File: src/design/cas_defs.svh
// Offsets, reset values, ranges, status codes and timing figures of the alignment search.
`ifndef CAS_DEFS_SVH
`define CAS_DEFS_SVH

// ----------------------------------------------------------------------------
// Register offsets
// ----------------------------------------------------------------------------
`define CAS_OFS_LOOP_COUNT     16'h0388
`define CAS_OFS_STATUS         16'h038a
`define CAS_OFS_DWELL          16'h038c
`define CAS_OFS_SWITCH_DLY     16'h038e
`define CAS_OFS_C2F_DLY        16'h0390

// ----------------------------------------------------------------------------
// Reset values and accepted ranges
// ----------------------------------------------------------------------------
`define CAS_RST_LOOP_COUNT     8'h05
`define CAS_RST_DWELL          16'h0002
`define CAS_RST_SWITCH_DLY     16'h0005
`define CAS_RST_C2F_DLY        16'h0032
`define CAS_MAX_LOOP_COUNT     8'h14
`define CAS_MIN_DWELL          16'h0001
`define CAS_MAX_DELAY          16'h00c8
`define CAS_INTER_LOOP_MS      16'h0064

// ----------------------------------------------------------------------------
// Status codes
// ----------------------------------------------------------------------------
`define CAS_ST_DONE            8'h00
`define CAS_ST_ARMED           8'h01
`define CAS_ST_ACTIVE          8'h02
`define CAS_ST_ERROR           8'h0a
`define CAS_ST_IDLE            8'h0b

// ----------------------------------------------------------------------------
// Timing
// ----------------------------------------------------------------------------
`define CAS_MS_IN_NS           1000000
`define CAS_CLK_PERIOD_NS      50
`define CAS_CYCLES_PER_MS      (`CAS_MS_IN_NS / `CAS_CLK_PERIOD_NS)
`define CAS_NUM_VECTORS        6

`endif

File: src/design/cas_pkg.sv
// Types shared by the alignment search design.
package cas_pkg;

  typedef enum logic [2:0]
  {
    CAS_WAIT,
    CAS_DWELL,
    CAS_GAP,
    CAS_C2F,
    CAS_FINE,
    CAS_LOOPGAP,
    CAS_DIVIDE
  } cas_state_t;

  typedef logic [15:0] cas_word_t;

endpackage

File: src/design/cas_ms_timer.sv
// Millisecond countdown timer driven by a one-millisecond tick.
`timescale 1ns/1ps

module cas_ms_timer #(
  parameter int CYCLES_PER_MS = 20000
) (
  input  wire logic        core_clk,
  input  wire logic        rst,
  input  wire logic        start,
  input  wire logic [15:0] loadMs,
  output logic             expired
);

  localparam int TW = $clog2(CYCLES_PER_MS);

  logic [TW-1:0] tick_q;
  logic [15:0]   msLeft_q;
  logic          running_q;
  logic          tickNow;

  assign tickNow = (tick_q == TW'(CYCLES_PER_MS - 1));

  // ----------------------------------------------------------------------------
  // Tick and countdown
  // ----------------------------------------------------------------------------
  // The tick restarts with each interval so that a delay is always whole milliseconds.
  always_ff @(posedge core_clk)
  begin
    if (rst || start || tickNow || !running_q)
      tick_q <= '0;
    else
      tick_q <= tick_q + 1'b1;
  end

  always_ff @(posedge core_clk)
  begin
    if (rst)
    begin
      running_q <= 1'b0;
      msLeft_q  <= 16'h0000;
      expired   <= 1'b0;
    end
    else
    begin
      expired <= 1'b0;
      if (start)
      begin
        running_q <= 1'b1;
        msLeft_q  <= loadMs;
      end
      else if (running_q && msLeft_q == 16'h0000)
      begin
        running_q <= 1'b0;
        expired   <= 1'b1;
      end
      else if (running_q && tickNow)
        msLeft_q <= msLeft_q - 16'h0001;
    end
  end

endmodule

File: src/design/commutation_alignment_search.sv
// Rotor alignment search sequencer with its parameter and status registers.
`timescale 1ns/1ps
`include "cas_defs.svh"

// Summary of operation
// - Loop count 0..20, default 5.
// - Phase offset is mean of loop angles.
// - Step current vectors, record position feedback.
// - Status 0 after successful search.
// - Status 1 armed; starts on next enable.
// - Status 2 while search runs.
// - Status 10 after a search error.
// - Status 11 when no search needed.
// - Reset status from feedback type: 11 or 1.
// - Status is read-only, eight bits.
// - Hold each coarse vector for dwell time.
// - Switch delay between successive vectors.
// - Coarse-to-fine delay 0..200 ms, default 50.
// - Wait coarse-to-fine delay before fine phase.
// - Each loop: coarse current, then fine velocity.
// - Inter-loop delay between loops, default 100.
module commutation_alignment_search #(
  parameter int CYCLES_PER_MS = `CAS_CYCLES_PER_MS,
  parameter int NUM_VECTORS   = `CAS_NUM_VECTORS
) (
  input  wire logic              core_clk,
  input  wire logic              rst,
  input  wire logic              regWrEn,
  input  wire logic              regRdEn,
  input  wire logic [15:0]       regAddr,
  input  wire cas_pkg::cas_word_t regWrData,
  output cas_pkg::cas_word_t     regRdData,
  input  wire logic              searchRequired,
  input  wire logic              driveEnable,
  input  wire logic              searchFault,
  input  wire cas_pkg::cas_word_t feedbackAngle,
  input  wire logic              fineDone,
  input  wire cas_pkg::cas_word_t fineAngle,
  output logic                   vectorApply,
  output logic [2:0]             vectorIndex,
  output logic                   fineActive,
  output cas_pkg::cas_word_t     coarseAngle,
  output cas_pkg::cas_word_t     phaseOffset,
  output logic                   phaseValid
);

  import cas_pkg::*;

  cas_state_t state_q;
  cas_state_t state_d;
  logic [7:0]  loops_q;
  logic [7:0]  status_q;
  cas_word_t   dwell_q;
  cas_word_t   switchDly_q;
  cas_word_t   c2fDly_q;
  logic [7:0]  loopNum_q;
  logic [20:0] sum_q;
  logic        enPrev_q;
  logic        strapDone_q;
  logic        tmrStart;
  cas_word_t   tmrLoad;
  logic        tmrExpired;

  // ----------------------------------------------------------------------------
  // Register decode
  // ----------------------------------------------------------------------------
  wire wrLoops  = regWrEn && regAddr == `CAS_OFS_LOOP_COUNT &&
                  regWrData <= 16'(`CAS_MAX_LOOP_COUNT);
  wire wrDwell  = regWrEn && regAddr == `CAS_OFS_DWELL &&
                  regWrData >= `CAS_MIN_DWELL && regWrData <= `CAS_MAX_DELAY;
  wire wrSwitch = regWrEn && regAddr == `CAS_OFS_SWITCH_DLY &&
                  regWrData <= `CAS_MAX_DELAY;
  wire wrC2f    = regWrEn && regAddr == `CAS_OFS_C2F_DLY &&
                  regWrData <= `CAS_MAX_DELAY;
  wire enRise   = driveEnable && !enPrev_q;
  wire running  = state_q != CAS_WAIT;
  wire lastVec  = vectorIndex == 3'(NUM_VECTORS - 1);
  wire lastLoop = loopNum_q + 8'h01 >= loops_q;
  wire divMore  = sum_q >= 21'(loops_q);

  cas_word_t rdMux;
  assign rdMux = (regAddr == `CAS_OFS_LOOP_COUNT) ? {8'h00, loops_q}  :
                 (regAddr == `CAS_OFS_STATUS)     ? {8'h00, status_q} :
                 (regAddr == `CAS_OFS_DWELL)      ? dwell_q           :
                 (regAddr == `CAS_OFS_SWITCH_DLY) ? switchDly_q       :
                 (regAddr == `CAS_OFS_C2F_DLY)    ? c2fDly_q          : 16'h0000;

  // ----------------------------------------------------------------------------
  // Parameter registers
  // ----------------------------------------------------------------------------
  // Writes are not accepted while a search runs so timing cannot change mid-sequence.
  always_ff @(posedge core_clk)
  begin
    if (rst)
    begin
      loops_q     <= `CAS_RST_LOOP_COUNT;
      dwell_q     <= `CAS_RST_DWELL;
      switchDly_q <= `CAS_RST_SWITCH_DLY;
      c2fDly_q    <= `CAS_RST_C2F_DLY;
      regRdData   <= 16'h0000;
    end
    else
    begin
      if (wrLoops && !running)
        loops_q <= regWrData[7:0];
      if (wrDwell && !running)
        dwell_q <= regWrData;
      if (wrSwitch && !running)
        switchDly_q <= regWrData;
      if (wrC2f && !running)
        c2fDly_q <= regWrData;
      if (regRdEn)
        regRdData <= rdMux;
    end
  end

  // ----------------------------------------------------------------------------
  // Sequencer
  // ----------------------------------------------------------------------------
  always_comb
  begin
    state_d  = state_q;
    tmrStart = 1'b0;
    tmrLoad  = dwell_q;
    case (state_q)
      CAS_WAIT:
        if (enRise && status_q == `CAS_ST_ARMED)
        begin
          state_d  = (loops_q == 8'h00) ? CAS_DIVIDE : CAS_DWELL;
          tmrStart = loops_q != 8'h00;
        end
      CAS_DWELL:
        if (tmrExpired)
        begin
          state_d  = lastVec ? CAS_C2F : CAS_GAP;
          tmrStart = 1'b1;
          tmrLoad  = lastVec ? c2fDly_q : switchDly_q;
        end
      CAS_GAP:
        if (tmrExpired)
        begin
          state_d  = CAS_DWELL;
          tmrStart = 1'b1;
        end
      CAS_C2F:
        if (tmrExpired)
          state_d = CAS_FINE;
      CAS_FINE:
        if (fineDone)
        begin
          state_d  = lastLoop ? CAS_DIVIDE : CAS_LOOPGAP;
          tmrStart = !lastLoop;
          tmrLoad  = `CAS_INTER_LOOP_MS;
        end
      CAS_LOOPGAP:
        if (tmrExpired)
        begin
          state_d  = CAS_DWELL;
          tmrStart = 1'b1;
        end
      CAS_DIVIDE:
        if (!divMore || loops_q == 8'h00)
          state_d = CAS_WAIT;
      default:
        state_d = CAS_WAIT;
    endcase
    if (running && (searchFault || !driveEnable))
    begin
      state_d  = CAS_WAIT;
      tmrStart = 1'b0;
    end
  end

  cas_ms_timer #(
    .CYCLES_PER_MS (CYCLES_PER_MS)
  ) u_timer (
    .core_clk (core_clk),
    .rst      (rst || (!running && !tmrStart)),
    .start    (tmrStart),
    .loadMs   (tmrLoad),
    .expired  (tmrExpired)
  );

  always_ff @(posedge core_clk)
  begin
    if (rst)
    begin
      state_q     <= CAS_WAIT;
      status_q    <= `CAS_ST_IDLE;
      strapDone_q <= 1'b0;
      enPrev_q    <= 1'b0;
      vectorIndex <= 3'h0;
      loopNum_q   <= 8'h00;
      sum_q       <= 21'h00000;
      coarseAngle <= 16'h0000;
      phaseOffset <= 16'h0000;
      phaseValid  <= 1'b0;
    end
    else
    begin
      state_q     <= state_d;
      enPrev_q    <= driveEnable;
      strapDone_q <= 1'b1;
      // The feedback type is sampled one edge after reset release, never under reset.
      if (!strapDone_q)
        status_q <= searchRequired ? `CAS_ST_ARMED : `CAS_ST_IDLE;
      else if (running && (searchFault || !driveEnable))
        status_q <= `CAS_ST_ERROR;
      else if (state_q == CAS_WAIT && state_d != CAS_WAIT)
      begin
        status_q    <= `CAS_ST_ACTIVE;
        vectorIndex <= 3'h0;
        loopNum_q   <= 8'h00;
        sum_q       <= 21'h00000;
        phaseOffset <= 16'h0000;
        phaseValid  <= 1'b0;
      end
      else if (state_q == CAS_DIVIDE && state_d == CAS_WAIT)
      begin
        status_q   <= `CAS_ST_DONE;
        phaseValid <= 1'b1;
      end
      if (state_q == CAS_DWELL && tmrExpired)
      begin
        coarseAngle <= feedbackAngle;
        vectorIndex <= lastVec ? 3'h0 : vectorIndex + 3'h1;
      end
      if (state_q == CAS_FINE && fineDone)
      begin
        sum_q     <= sum_q + {5'h00, fineAngle};
        loopNum_q <= loopNum_q + 8'h01;
      end
      // Division by repeated subtraction: slow but tiny, and it runs once per search.
      if (state_q == CAS_DIVIDE && divMore && loops_q != 8'h00)
      begin
        sum_q       <= sum_q - 21'(loops_q);
        phaseOffset <= phaseOffset + 16'h0001;
      end
    end
  end

  assign vectorApply = state_q == CAS_DWELL;
  assign fineActive  = state_q == CAS_FINE;

endmodule

File: config.mk
export PLATFORM = sky130hd
export DESIGN_NAME = commutation_alignment_search
export DESIGN_NICKNAME = d
export VERILOG_FILES = /design/src/design/cas_pkg.sv /design/src/design/cas_ms_timer.sv /design/src/design/commutation_alignment_search.sv
export VERILOG_INCLUDE_DIRS = /design/src /design/src/design
export SDC_FILE = /design/constraint.sdc
export NUM_CORES = 1
export LEC_CHECK = 0
export BUFFER_PORTS_ARGS = -buffer_cell sky130_fd_sc_hd__buf_2
export CAP_MARGIN = 0
export CORE_ASPECT_RATIO = 2
export CORE_UTILIZATION = 53
export DETAILED_ROUTE_END_ITERATION = 8
export HOLD_SLACK_MARGIN = 0.12
export MAX_ROUTING_LAYER = met4
export PLACE_DENSITY = 0.76
export SLEW_MARGIN = 20
export SYNTH_ARGS = -nofsm -noshare
export SYNTH_HDL_FRONTEND = slang
export SYNTH_HIERARCHICAL = 1
export SYNTH_SLANG_ARGS = --single-unit
File: constraint.sdc
create_clock -name core_clk -period 4 [get_ports core_clk]
set_clock_uncertainty 0.15 [all_clocks]
set_input_delay 0.2 -clock core_clk [delete_from_list [all_inputs] [get_ports core_clk]]
set_output_delay 0.2 -clock core_clk [all_outputs]
set_load 0.005 [all_outputs]
# Word level (Yosys, flattened, before mapping)
# Cells that the tools add are included.
[op_classes] n_bitwise=1 addsub=7 n_lt_le_gt_ge=5 reduce_logical=65 muxes=57 n_eq_ne=20
[op_table] cell="$mux W16" count=15
[op_table] cell="$mux W21" count=5
[op_table] cell="$eq A16 B10 Y1 const B" count=5
[op_table] cell="$mux W8" count=8
[op_table] cell="$mux W3" count=13
[op_table] cell="$pmux W16 S2" count=1
[op_table] cell="$logic_and A1 B1 Y1" count=25
[op_table] cell="$add A21 B16 Y21" count=1
[op_table] cell="$ge A21 B8 Y1" count=1
[op_table] cell="$sub A21 B8 Y21" count=1
[op_table] cell="$pmux W3 S6" count=1
[op_table] cell="$reduce_bool A2 Y1" count=9
[op_table] cell="$add A16 B1 Y16 const B" count=1
[op_table] cell="$ge A16 B1 Y1 const B" count=1
[op_table] cell="$le A16 B5 Y1 const B" count=1
[op_table] cell="$le A16 B8 Y1 const B" count=1
[op_table] cell="$logic_not A16 Y1" count=1
[op_table] cell="$sub A16 B1 Y16 const B" count=1
[op_table] cell="$add A15 B1 Y15 const B" count=1
[op_table] cell="$eq A15 B15 Y1 const B" count=1
[op_table] cell="$reduce_and A3 Y1" count=5
[op_table] cell="$eq A3 B3 Y1 const B" count=4
[op_table] cell="$reduce_bool A3 Y1" count=4
[op_table] cell="$mux W1" count=11
[op_table] cell="other kinds (22)" count=38
[word_totals] regBits=183 inputBits=72 elab_cells=174 out_inout_bits=54

# Longest topological paths before layout
# Gate-level depths: netlist of the first run.
[depth] word_depth=13 mapped_depth=17 ltp_nobuf=14

# Modules after synthesis
# Netlist of the first run, hierarchy kept.
[by_module_without_submodules] module="commutation_alignment_search" seq_area_each_um2=2902.8 cells_each=995 area_per_inst_um2=8107.8 instances=1
[by_module_without_submodules] module="cas_ms_timer" seq_area_each_um2=660.6 cells_each=226 area_per_inst_um2=1780.5 instances=1

# Worst setup path before layout of the first run
# Ideal clock, no wire load.
[synth_timing] path_type="reg-to-reg" startpoint="register loopNum_q[0]" endpoint="register u_timer.msLeft_q[10]" synth_period_minus_slack_ps=3743 required_time_ps=3728 path_buffers=1 arrival_time_ps=3471 setup_ps=122 path_stages_with_launch=16 path_slack_ps=257 cell_sequence="dfxtp_1 > ha_1 > nand3_1 > xnor2_1 > ha_1 > a21o_1 > a211oi_1 > a21oi_1 > or3_1 > o211ai_1 > clkbuf_1 > or4_1 > nor2_1 > a21oi_1 > nand2_4 > a311o_1"
[synth_via] elab_chain_len=9 elab_cells_between_ends=13 classes_between="add/sub: 1; order compare: 1; eq/ne: 1; mux: 4; reduce/logical: 6"
[synth_lines] item="from (decl)" line="commutation_alignment_search.sv:56" rtl="logic [7:0] loopNum_q;"
[synth_lines] item="from (signal assigned)" line="commutation_alignment_search.sv:231" rtl="loopNum_q <= loopNum_q + 8'h01;"
[synth_lines] item="$add A8 B1 Y8 *" line="commutation_alignment_search.sv:78" rtl="wire lastLoop = loopNum_q + 8'h01 >= loops_q;"
[synth_lines] item="$ge A8 B8 Y1 *" line="commutation_alignment_search.sv:78"
[synth_lines] item="$logic_not A1 Y1 *" line="commutation_alignment_search.sv:152" rtl="tmrStart = !lastLoop;"
[synth_lines] item="$mux W1 *" line="commutation_alignment_search.sv:149" rtl="if (fineDone)"
[synth_lines] item="$pmux W1 S3 *" line="commutation_alignment_search.sv:125" rtl="case (state_q)"
[synth_lines] item="$mux W1 *" line="commutation_alignment_search.sv:167" rtl="if (running && (searchFault || !driveEnable))"
[synth_lines] item="named net tmrStart" line="commutation_alignment_search.sv:60" rtl="logic tmrStart;"
[synth_lines] item="branches (longest 3 deep; another with $ne A2 B2 Y1)"
[synth_lines] item="to (signal assigned)" line="cas_ms_timer.sv:49" rtl="msLeft_q <= loadMs;"
[synth_lines] item="to (signal assigned)" line="cas_ms_timer.sv:57" rtl="msLeft_q <= msLeft_q - 16'h0001;"
[synth_lines] item="to (decl)" line="cas_ms_timer.sv:17" rtl="logic [15:0] msLeft_q;"
# Mark *: on every way through the listed nets, which the timed path passes.
# A chain may end at the register's enable or synchronous reset.

# Worst setup path in the final report of the first run
[layout_timing] startpoint="register loopNum_q[0]" endpoint="register u_timer.msLeft_q[0]"
# The elaborated chain is that of the path after synthesis.

==> run metrics, run 1 <==
Worst Hold Endpoint sum_q[0]; Post-synth EDFFs 0; family with the most delay on the worst path simple AND/OR/NAND/NOR gates; Clock transition at path regs 70 ps; FF+latch count, synth 178; Die H 195 um; CP bufs+invs 1; clock sinks 178; DR iter-0 viols 543; CTS Buffer Depth 2; most common cell in the netlist dfxtp_1; Final period util 96.0%; Fin. Hold Viols 0; die area a little under 20,000 sq um; Worst Tran Pin Value between 1000 and 1500 ps; DRC violations left 0; Post-Route WL 28,600 um; CTS buffer count 17; Pins Over Slew Limit 0; # diodes 0; die width 98.6 um; status complete, no violations; ANT nets after route 0; DR pass1 iterations 6; startpoint types flop; routed wire length per instance about 18 um; # nets final ~1,500; Slew HR between 20% and 30%; top post-synthesis cells by count 178 x dfxtp_1, 141 x nor2_1, 104 x nand2_1; RSZ-0062 raised after global routing true; WP data arrival 4050 ps; dominant synthesized flop cell dfxtp_1; Synth Cell Area 9890 sq um; first-pass GRT wire length 46,300 um; placed insts roughly 1,500; largest stage delay on the critical path approximately 500 ps; register area share after synthesis 36.0%; Distinct cells, synth between 70 and 80; HP Class input pin to flop; worst setup path class flop to flop; R2R depth 13; I/O pin total 126; min-delay src fineAngle[0]; RePlAce Congestion 0.899; Leak Pwr 4.74 nW; yosys synthesis warning count 6; initial antenna violation count 0; number of fill cells between 1,500 and 2,000; footprint of the multi-input gates 6010 sq um; post-route non-filler standard cell count 1,588; setup TNS 0 ps; worst r2r dst u_timer/msLeft_q[0]; Top Usage Layer GRT met2; starting density of the core a little over half; Syn Nets 1,331; via count 9,763; vias in the first global route ~9,700; R2R Setup Slk 160 ps; dpl hpwl 20,400 um; Mapped Cells 1,221; Final Worst Setup Slack 159 ps; endpoints failing setup 0; FFs w/ async S/R, synth 0%; CP max FO 42; number of max-cap violations 0; endpoint kind of the worst setup timing path flop; met3 usage 4.15%; Required @ worst endpoint 4210 ps; fmax 260 MHz; main area contributors after synthesis dfxtp_1 36%, nor2_1 5.4%, mux2i_1 5.1%; H-tree depth 4; total power between 3 and 4 mW; hold depth 4; Total GRT Usage between 30% and 40%; vias per inst 6.15; clock period minus worst slack 3840 ps; layout cells sized above 1 15.7%; GR Overflow Total 0; Avg Cell Area, Syn 8.10 sq um; pin count of the biggest net entering global routing 61; Rows 70; Synth top area share 36.0%; Cell Chain, Critical Path ha_2 -> nand3_1 -> xnor2_1 -> ha_1 -> a21o_1 -> a211oi_1 -> a21oi_1 -> or3_1 -> o211ai_1 -> buf_6 -> nor2_4 -> or4_1 -> a31oi_1; met1 GRT Util 28.7%; clk root buf clkbuf_16; later-pin clock latency in the skew report about 440 ps; Reg2Reg Launch Point loopNum_q[0]; CTS tree built; FF/Latch Area 3560 sq um; VDD IR max 0.227 mV; grt met2 use 58.3%; largest area contributor in the netlist dfxtp_1; PD cells 302 nW/um^2; critical path's slowest cell or4_1; pre-CTS WS 116 ps; core box area around 18,000 sq um; Layout area overhead 18.1%; PortBufs 125
state kept, by name, summed over array words and instances (netlist names):
name / cells
sum_q: 21
c2fDly_q: 16
coarseAngle: 16
dwell_q: 16
phaseOffset: 16
regRdData: 16
switchDly_q: 16
u_timer/msLeft_q: 16
u_timer/tick_q: 15
loopNum_q: 8
loops_q: 8
state_q: 3
status_q: 3
vectorIndex: 3
enPrev_q: 1
phaseValid: 1
strapDone_q: 1
u_timer/expired: 1
u_timer/running_q: 1
through the flow:
| stage | utilization (%) | instance area [sq um] | hold slack [ps] |
|---|---|---|---|
| floorplan | - | 9890 | 178 |
| global route | 63.8 | 11700 | 172 |
| CTS | 63.6 | 11600 | 121 |
| global placement | 58.5 | 10700 | 285 |
| finish | 63.8 | 11700 | 117 |
| detailed placement | 58.5 | 10700 | 295 |
layout make-up:
type,instances,area share (%)
sequential,178,30.5
timing repair buffer,188,10.3
inverter,25,0.804
multi-input combinational,951,51.4
clock buffer,18,3.67
tap,216,2.31
clock inverter,12,0.954
layout by cell type, fill, tap and decap left out, drive strengths merged, types with 6 or more instances in the layout:
| master | Yosys | layout |
|---|---|---|
| dfxtp | 178 | 178 |
| buf | 20 | 149 |
| nor2 | 143 | 143 |
| nand2 | 105 | 105 |
| a21oi | 99 | 99 |
| nand3 | 60 | 60 |
| o21ai | 52 | 52 |
| mux2i | 50 | 50 |
| nor3 | 42 | 42 |
| dlygate4sd3 | 0 | 39 |
| ha | 36 | 36 |
| and2 | 33 | 33 |
| inv | 25 | 27 |
| a31oi | 25 | 25 |
| o211ai | 23 | 23 |
| nand2b | 23 | 23 |
| xor2 | 22 | 22 |
| xnor2 | 19 | 19 |
| and3 | 19 | 19 |
| clkbuf | 47 | 18 |
| a211oi | 14 | 14 |
| nand4 | 14 | 14 |
| nor2b | 11 | 11 |
| or3 | 11 | 11 |
| or4 | 11 | 11 |
| a22o | 10 | 10 |
| mux2 | 10 | 10 |
| nand3b | 9 | 9 |
| a22oi | 9 | 9 |
| a21o | 9 | 9 |
| nor4 | 9 | 9 |
| o31ai | 8 | 8 |
| o21a | 6 | 6 |
| a221oi | 6 | 6 |
| clkinvlp | 0 | 6 |
worst register-to-register path, cell delays in order (launching register included):
cell      delay (ps)
dfxtp_1          400
ha_2             250
nand3_1          120
xnor2_1          150
ha_1             290
a21o_1           160
a211oi_1         230
a21oi_1          170
or3_1            360
o211ai_1         320
buf_6            350
nor2_4           130
or4_1            500
a31oi_1          170
logic make-up after synthesis:
logic type      after synthesis  synth area share [%]
compound gates              301                  19.4
xor+xnor                     41                  3.63
fa+ha+maj                    38                  4.96
buf+inv                      92                  3.73
flops                       178                  36.0
mux                          60                  6.20
simple gates                511                  26.1
where the power goes:
| group | leakage (nW) | internal [mW] | switching [mW] |
|---|---|---|---|
| registers | 1.44 | 1.78 | 0.00488 |
| logic | 3.06 | 0.0798 | 0.0975 |
| clock network | 0.247 | 0.851 | 0.721 |
| total | 4.74 | 2.71 | 0.824 |
per-layer routing:
| layer | up-vias | part of all wire (%) |
|---|---|---|
| li1 | 4714 | - |
| met1 | 4599 | 36 |
| met2 | 338 | 55 |
| met3 | 112 | 3.8 |
| met4 | 0 | 5.9 |
| met5 | - | 0 |
worst max-delay path by stage:
| stage | end | slack [ps] | start | cells past startpoint |
|---|---|---|---|---|
| final | u_timer/msLeft_q[0] | 160 | loopNum_q[0] | 13 |
| after global routing | u_timer/msLeft_q[10] | -7 | loopNum_q[0] | 15 |
| after CTS | u_timer/msLeft_q[15] | 50 | loopNum_q[2] | 15 |
| after detailed placement | u_timer/msLeft_q[10] | 120 | loopNum_q[2] | 14 |
| after global placement | u_timer/msLeft_q[15] | 180 | loopNum_q[2] | 15 |
| after floorplan | u_timer/msLeft_q[10] | 260 | loopNum_q[0] | 15 |
what timing repair did:
item                                   CTS  global route
endpoints found under the hold margin   64             0
setup buffers                            0             1
hold buffers                            39             0
gates resized for setup                  0             8
setup endpoints to repair                0            16
Power figures use the tool's default switching activity.
==> run 2, diff against run 1 <==
--- a/config.mk
+++ b/config.mk
@@ -12,7 +12,6 @@
 export CORE_UTILIZATION = 53
 export DETAILED_ROUTE_END_ITERATION = 8
 export HOLD_SLACK_MARGIN = 0.12
-export MAX_ROUTING_LAYER = met4
 export PLACE_DENSITY = 0.76
 export SLEW_MARGIN = 20
 export SYNTH_ARGS = -nofsm -noshare
==> run metrics, run 2 (synthesized netlist as in run 1, its figures left out) <==
Top Usage Layer GRT met2; Largest Register sum_q; Internal Power 2.79 mW; hold_ws ~110 ps; Reg2Reg Launch Point loopNum_q[2]; DRC violations left 0; CTS Buffer Depth 2; placed insts 1,520; WP data arrival 4030 ps; FF/Latch Area 3570 sq um; clock period minus worst slack 3810 ps; Required @ worst endpoint 4210 ps; Worst Tran Pin Value ~1100 ps; Clock power frac 46.2%; critical path's slowest cell or4_1; layout cells sized above 1 16.0%; grt met2 use 58.0%; clk root buf clkbuf_16; die area 19,200 sq um; RSZ-0062 raised after global routing false; HP Class input pin to flop; Pins Over Slew Limit 0; vias per inst between 6 and 7; number of max-cap violations 0; Net Sw Frac a little under a quarter; ANT nets after route 0; via count 9,780; DR iter-0 viols ~500; Clock transition at path regs 70 ps; met3 usage 3.83%; status complete, no violations; Cell Chain, Critical Path and3_1 -> and3_2 -> nand3_1 -> xnor2_1 -> ha_1 -> o21ai_0 -> a21oi_1 -> or3_1 -> o211ai_1 -> or4_1 -> nor3_1 -> nand3_1 -> or3_1 -> a31oi_1; clock sinks 178; first-pass GRT wire length 46,800 um; core box area 18,300 sq um; later-pin clock latency in the skew report 440 ps; starting density of the core between 50% and 60%; CP startpoint loopNum_q[2]; PortBufs ~130; number of fill cells 1,568; CTS tree built; largest stage delay on the critical path 520 ps; commonest non-fill, non-tap cell in the layout dfxtp_1; CP max FO 6; endpoint kind of the worst setup timing path flop; Fin. Hold Viols 0; fmax 262 MHz; # diodes 0; pin count of the biggest net entering global routing 61; post-route non-filler standard cell count 1,587; vias in the first global route 9,874; H-tree depth 4; Layout area overhead 18.2%; die width 98.6 um; PD cells 312 nW/um^2; Final period util between 90% and 100%; startpoint types flop; Largest register FFs 21; worst setup path class flop to flop; endpoints failing setup 0; Reg power frac 48.9%; initial antenna violation count 0; VDD IR max 0.253 mV; met1 GRT Util 29.0%; I/O pin total about 130; min-delay src fineAngle[0]; Rows 70; RePlAce Congestion 0.893; # nets final 1,468; dpl hpwl 20,200 um; Post-Route WL 28,900 um; DR pass1 iterations 5; commonest cells after routing, fill and taps aside 176 x dfxtp_1, 141 x nor2_1, 124 x buf_2, 104 x nand2_1, 98 x a21oi_1; CTS buffer count 17; routed wire length per instance 18.2 um; Leak Pwr 4.75 nW; total power 3.64 mW; Slew HR between 20% and 30%; Die H 195 um; footprint of the multi-input gates roughly 6000 sq um; Total GRT Usage between 30% and 40%; switching power 853 uW; GR Overflow Total 0; setup TNS 0 ps; Comb pwr share 4.9%
[run 2: changes by cell type in the layout (fill, tap and decap cells not counted), sizes merged]
cell,previous run,this run
dlygate4sd3,39,35
clkbuf,18,19
buf,149,150
inv,27,30
clkinvlp,6,3
bufinv,1,2
[run 2: worst paths after layout]
check	slack, ps	end	depth (start not counted)
hold reg to reg	310	coarseAngle[13]	2
setup reg to reg	190	u_timer/msLeft_q[14]	14
hold / removal	110	sum_q[0]	4
setup / recovery	190	u_timer/msLeft_q[14]	14
[run 2: routing by layer]
layer | share of wire [%] | vias to the layer above
met4 | 6.5 | 0
met2 | 54 | 314
met5 | 0 | -
met3 | 3.4 | 122
met1 | 36 | 4642
li1 | - | 4702
[run 2: through the flow]
step / utilization [%] / instance area, sq um / setup slack (ps)
6_report: 63.8 / 11700 / 186
5_1_grt: 63.8 / 11700 / 30.9
4_1_cts: 63.7 / 11700 / 53.0
3_5_place_dp: 58.6 / 10700 / 81.2
3_3_place_gp: 58.6 / 10700 / 123
2_1_floorplan: - / 9890 / 257
[run 2: worst max-delay path, delay by kind of cell (launching register included)]
family          cells  cell delay, ps
compound gates      4             670
simple gates        8            2110
xor+xnor            1             150
flops               1             380
fa+ha+maj           1             270
[run 2: power groups by stage]
stage	logic, mW	clock network, mW	registers [mW]
6_report	0.179	1.68	1.78
5_1_grt	0.195	1.78	1.78
4_1_cts	0.176	1.70	1.78
3_5_place_dp	0.153	0	1.82
3_3_place_gp	0.150	0	1.82
2_1_floorplan	0.0827	0	1.82
[run 2: cell type report]
class / count / area share (%)
Clock buffer: 19 / 3.70
Clock inverter: 13 / 1.30
Inverter: 25 / 0.803
Multi-Input combinational cell: 951 / 51.4
Sequential cell: 178 / 30.5
Tap cell: 216 / 2.31
Timing Repair Buffer: 185 / 10.0
[run 2: what timing repair did]
action,in CTS,in global routing
gates resized for setup,0,9
hold endpoints to repair,65,0
hold buffers,35,0
endpoints found under the setup margin,0,16
setup buffers,0,0
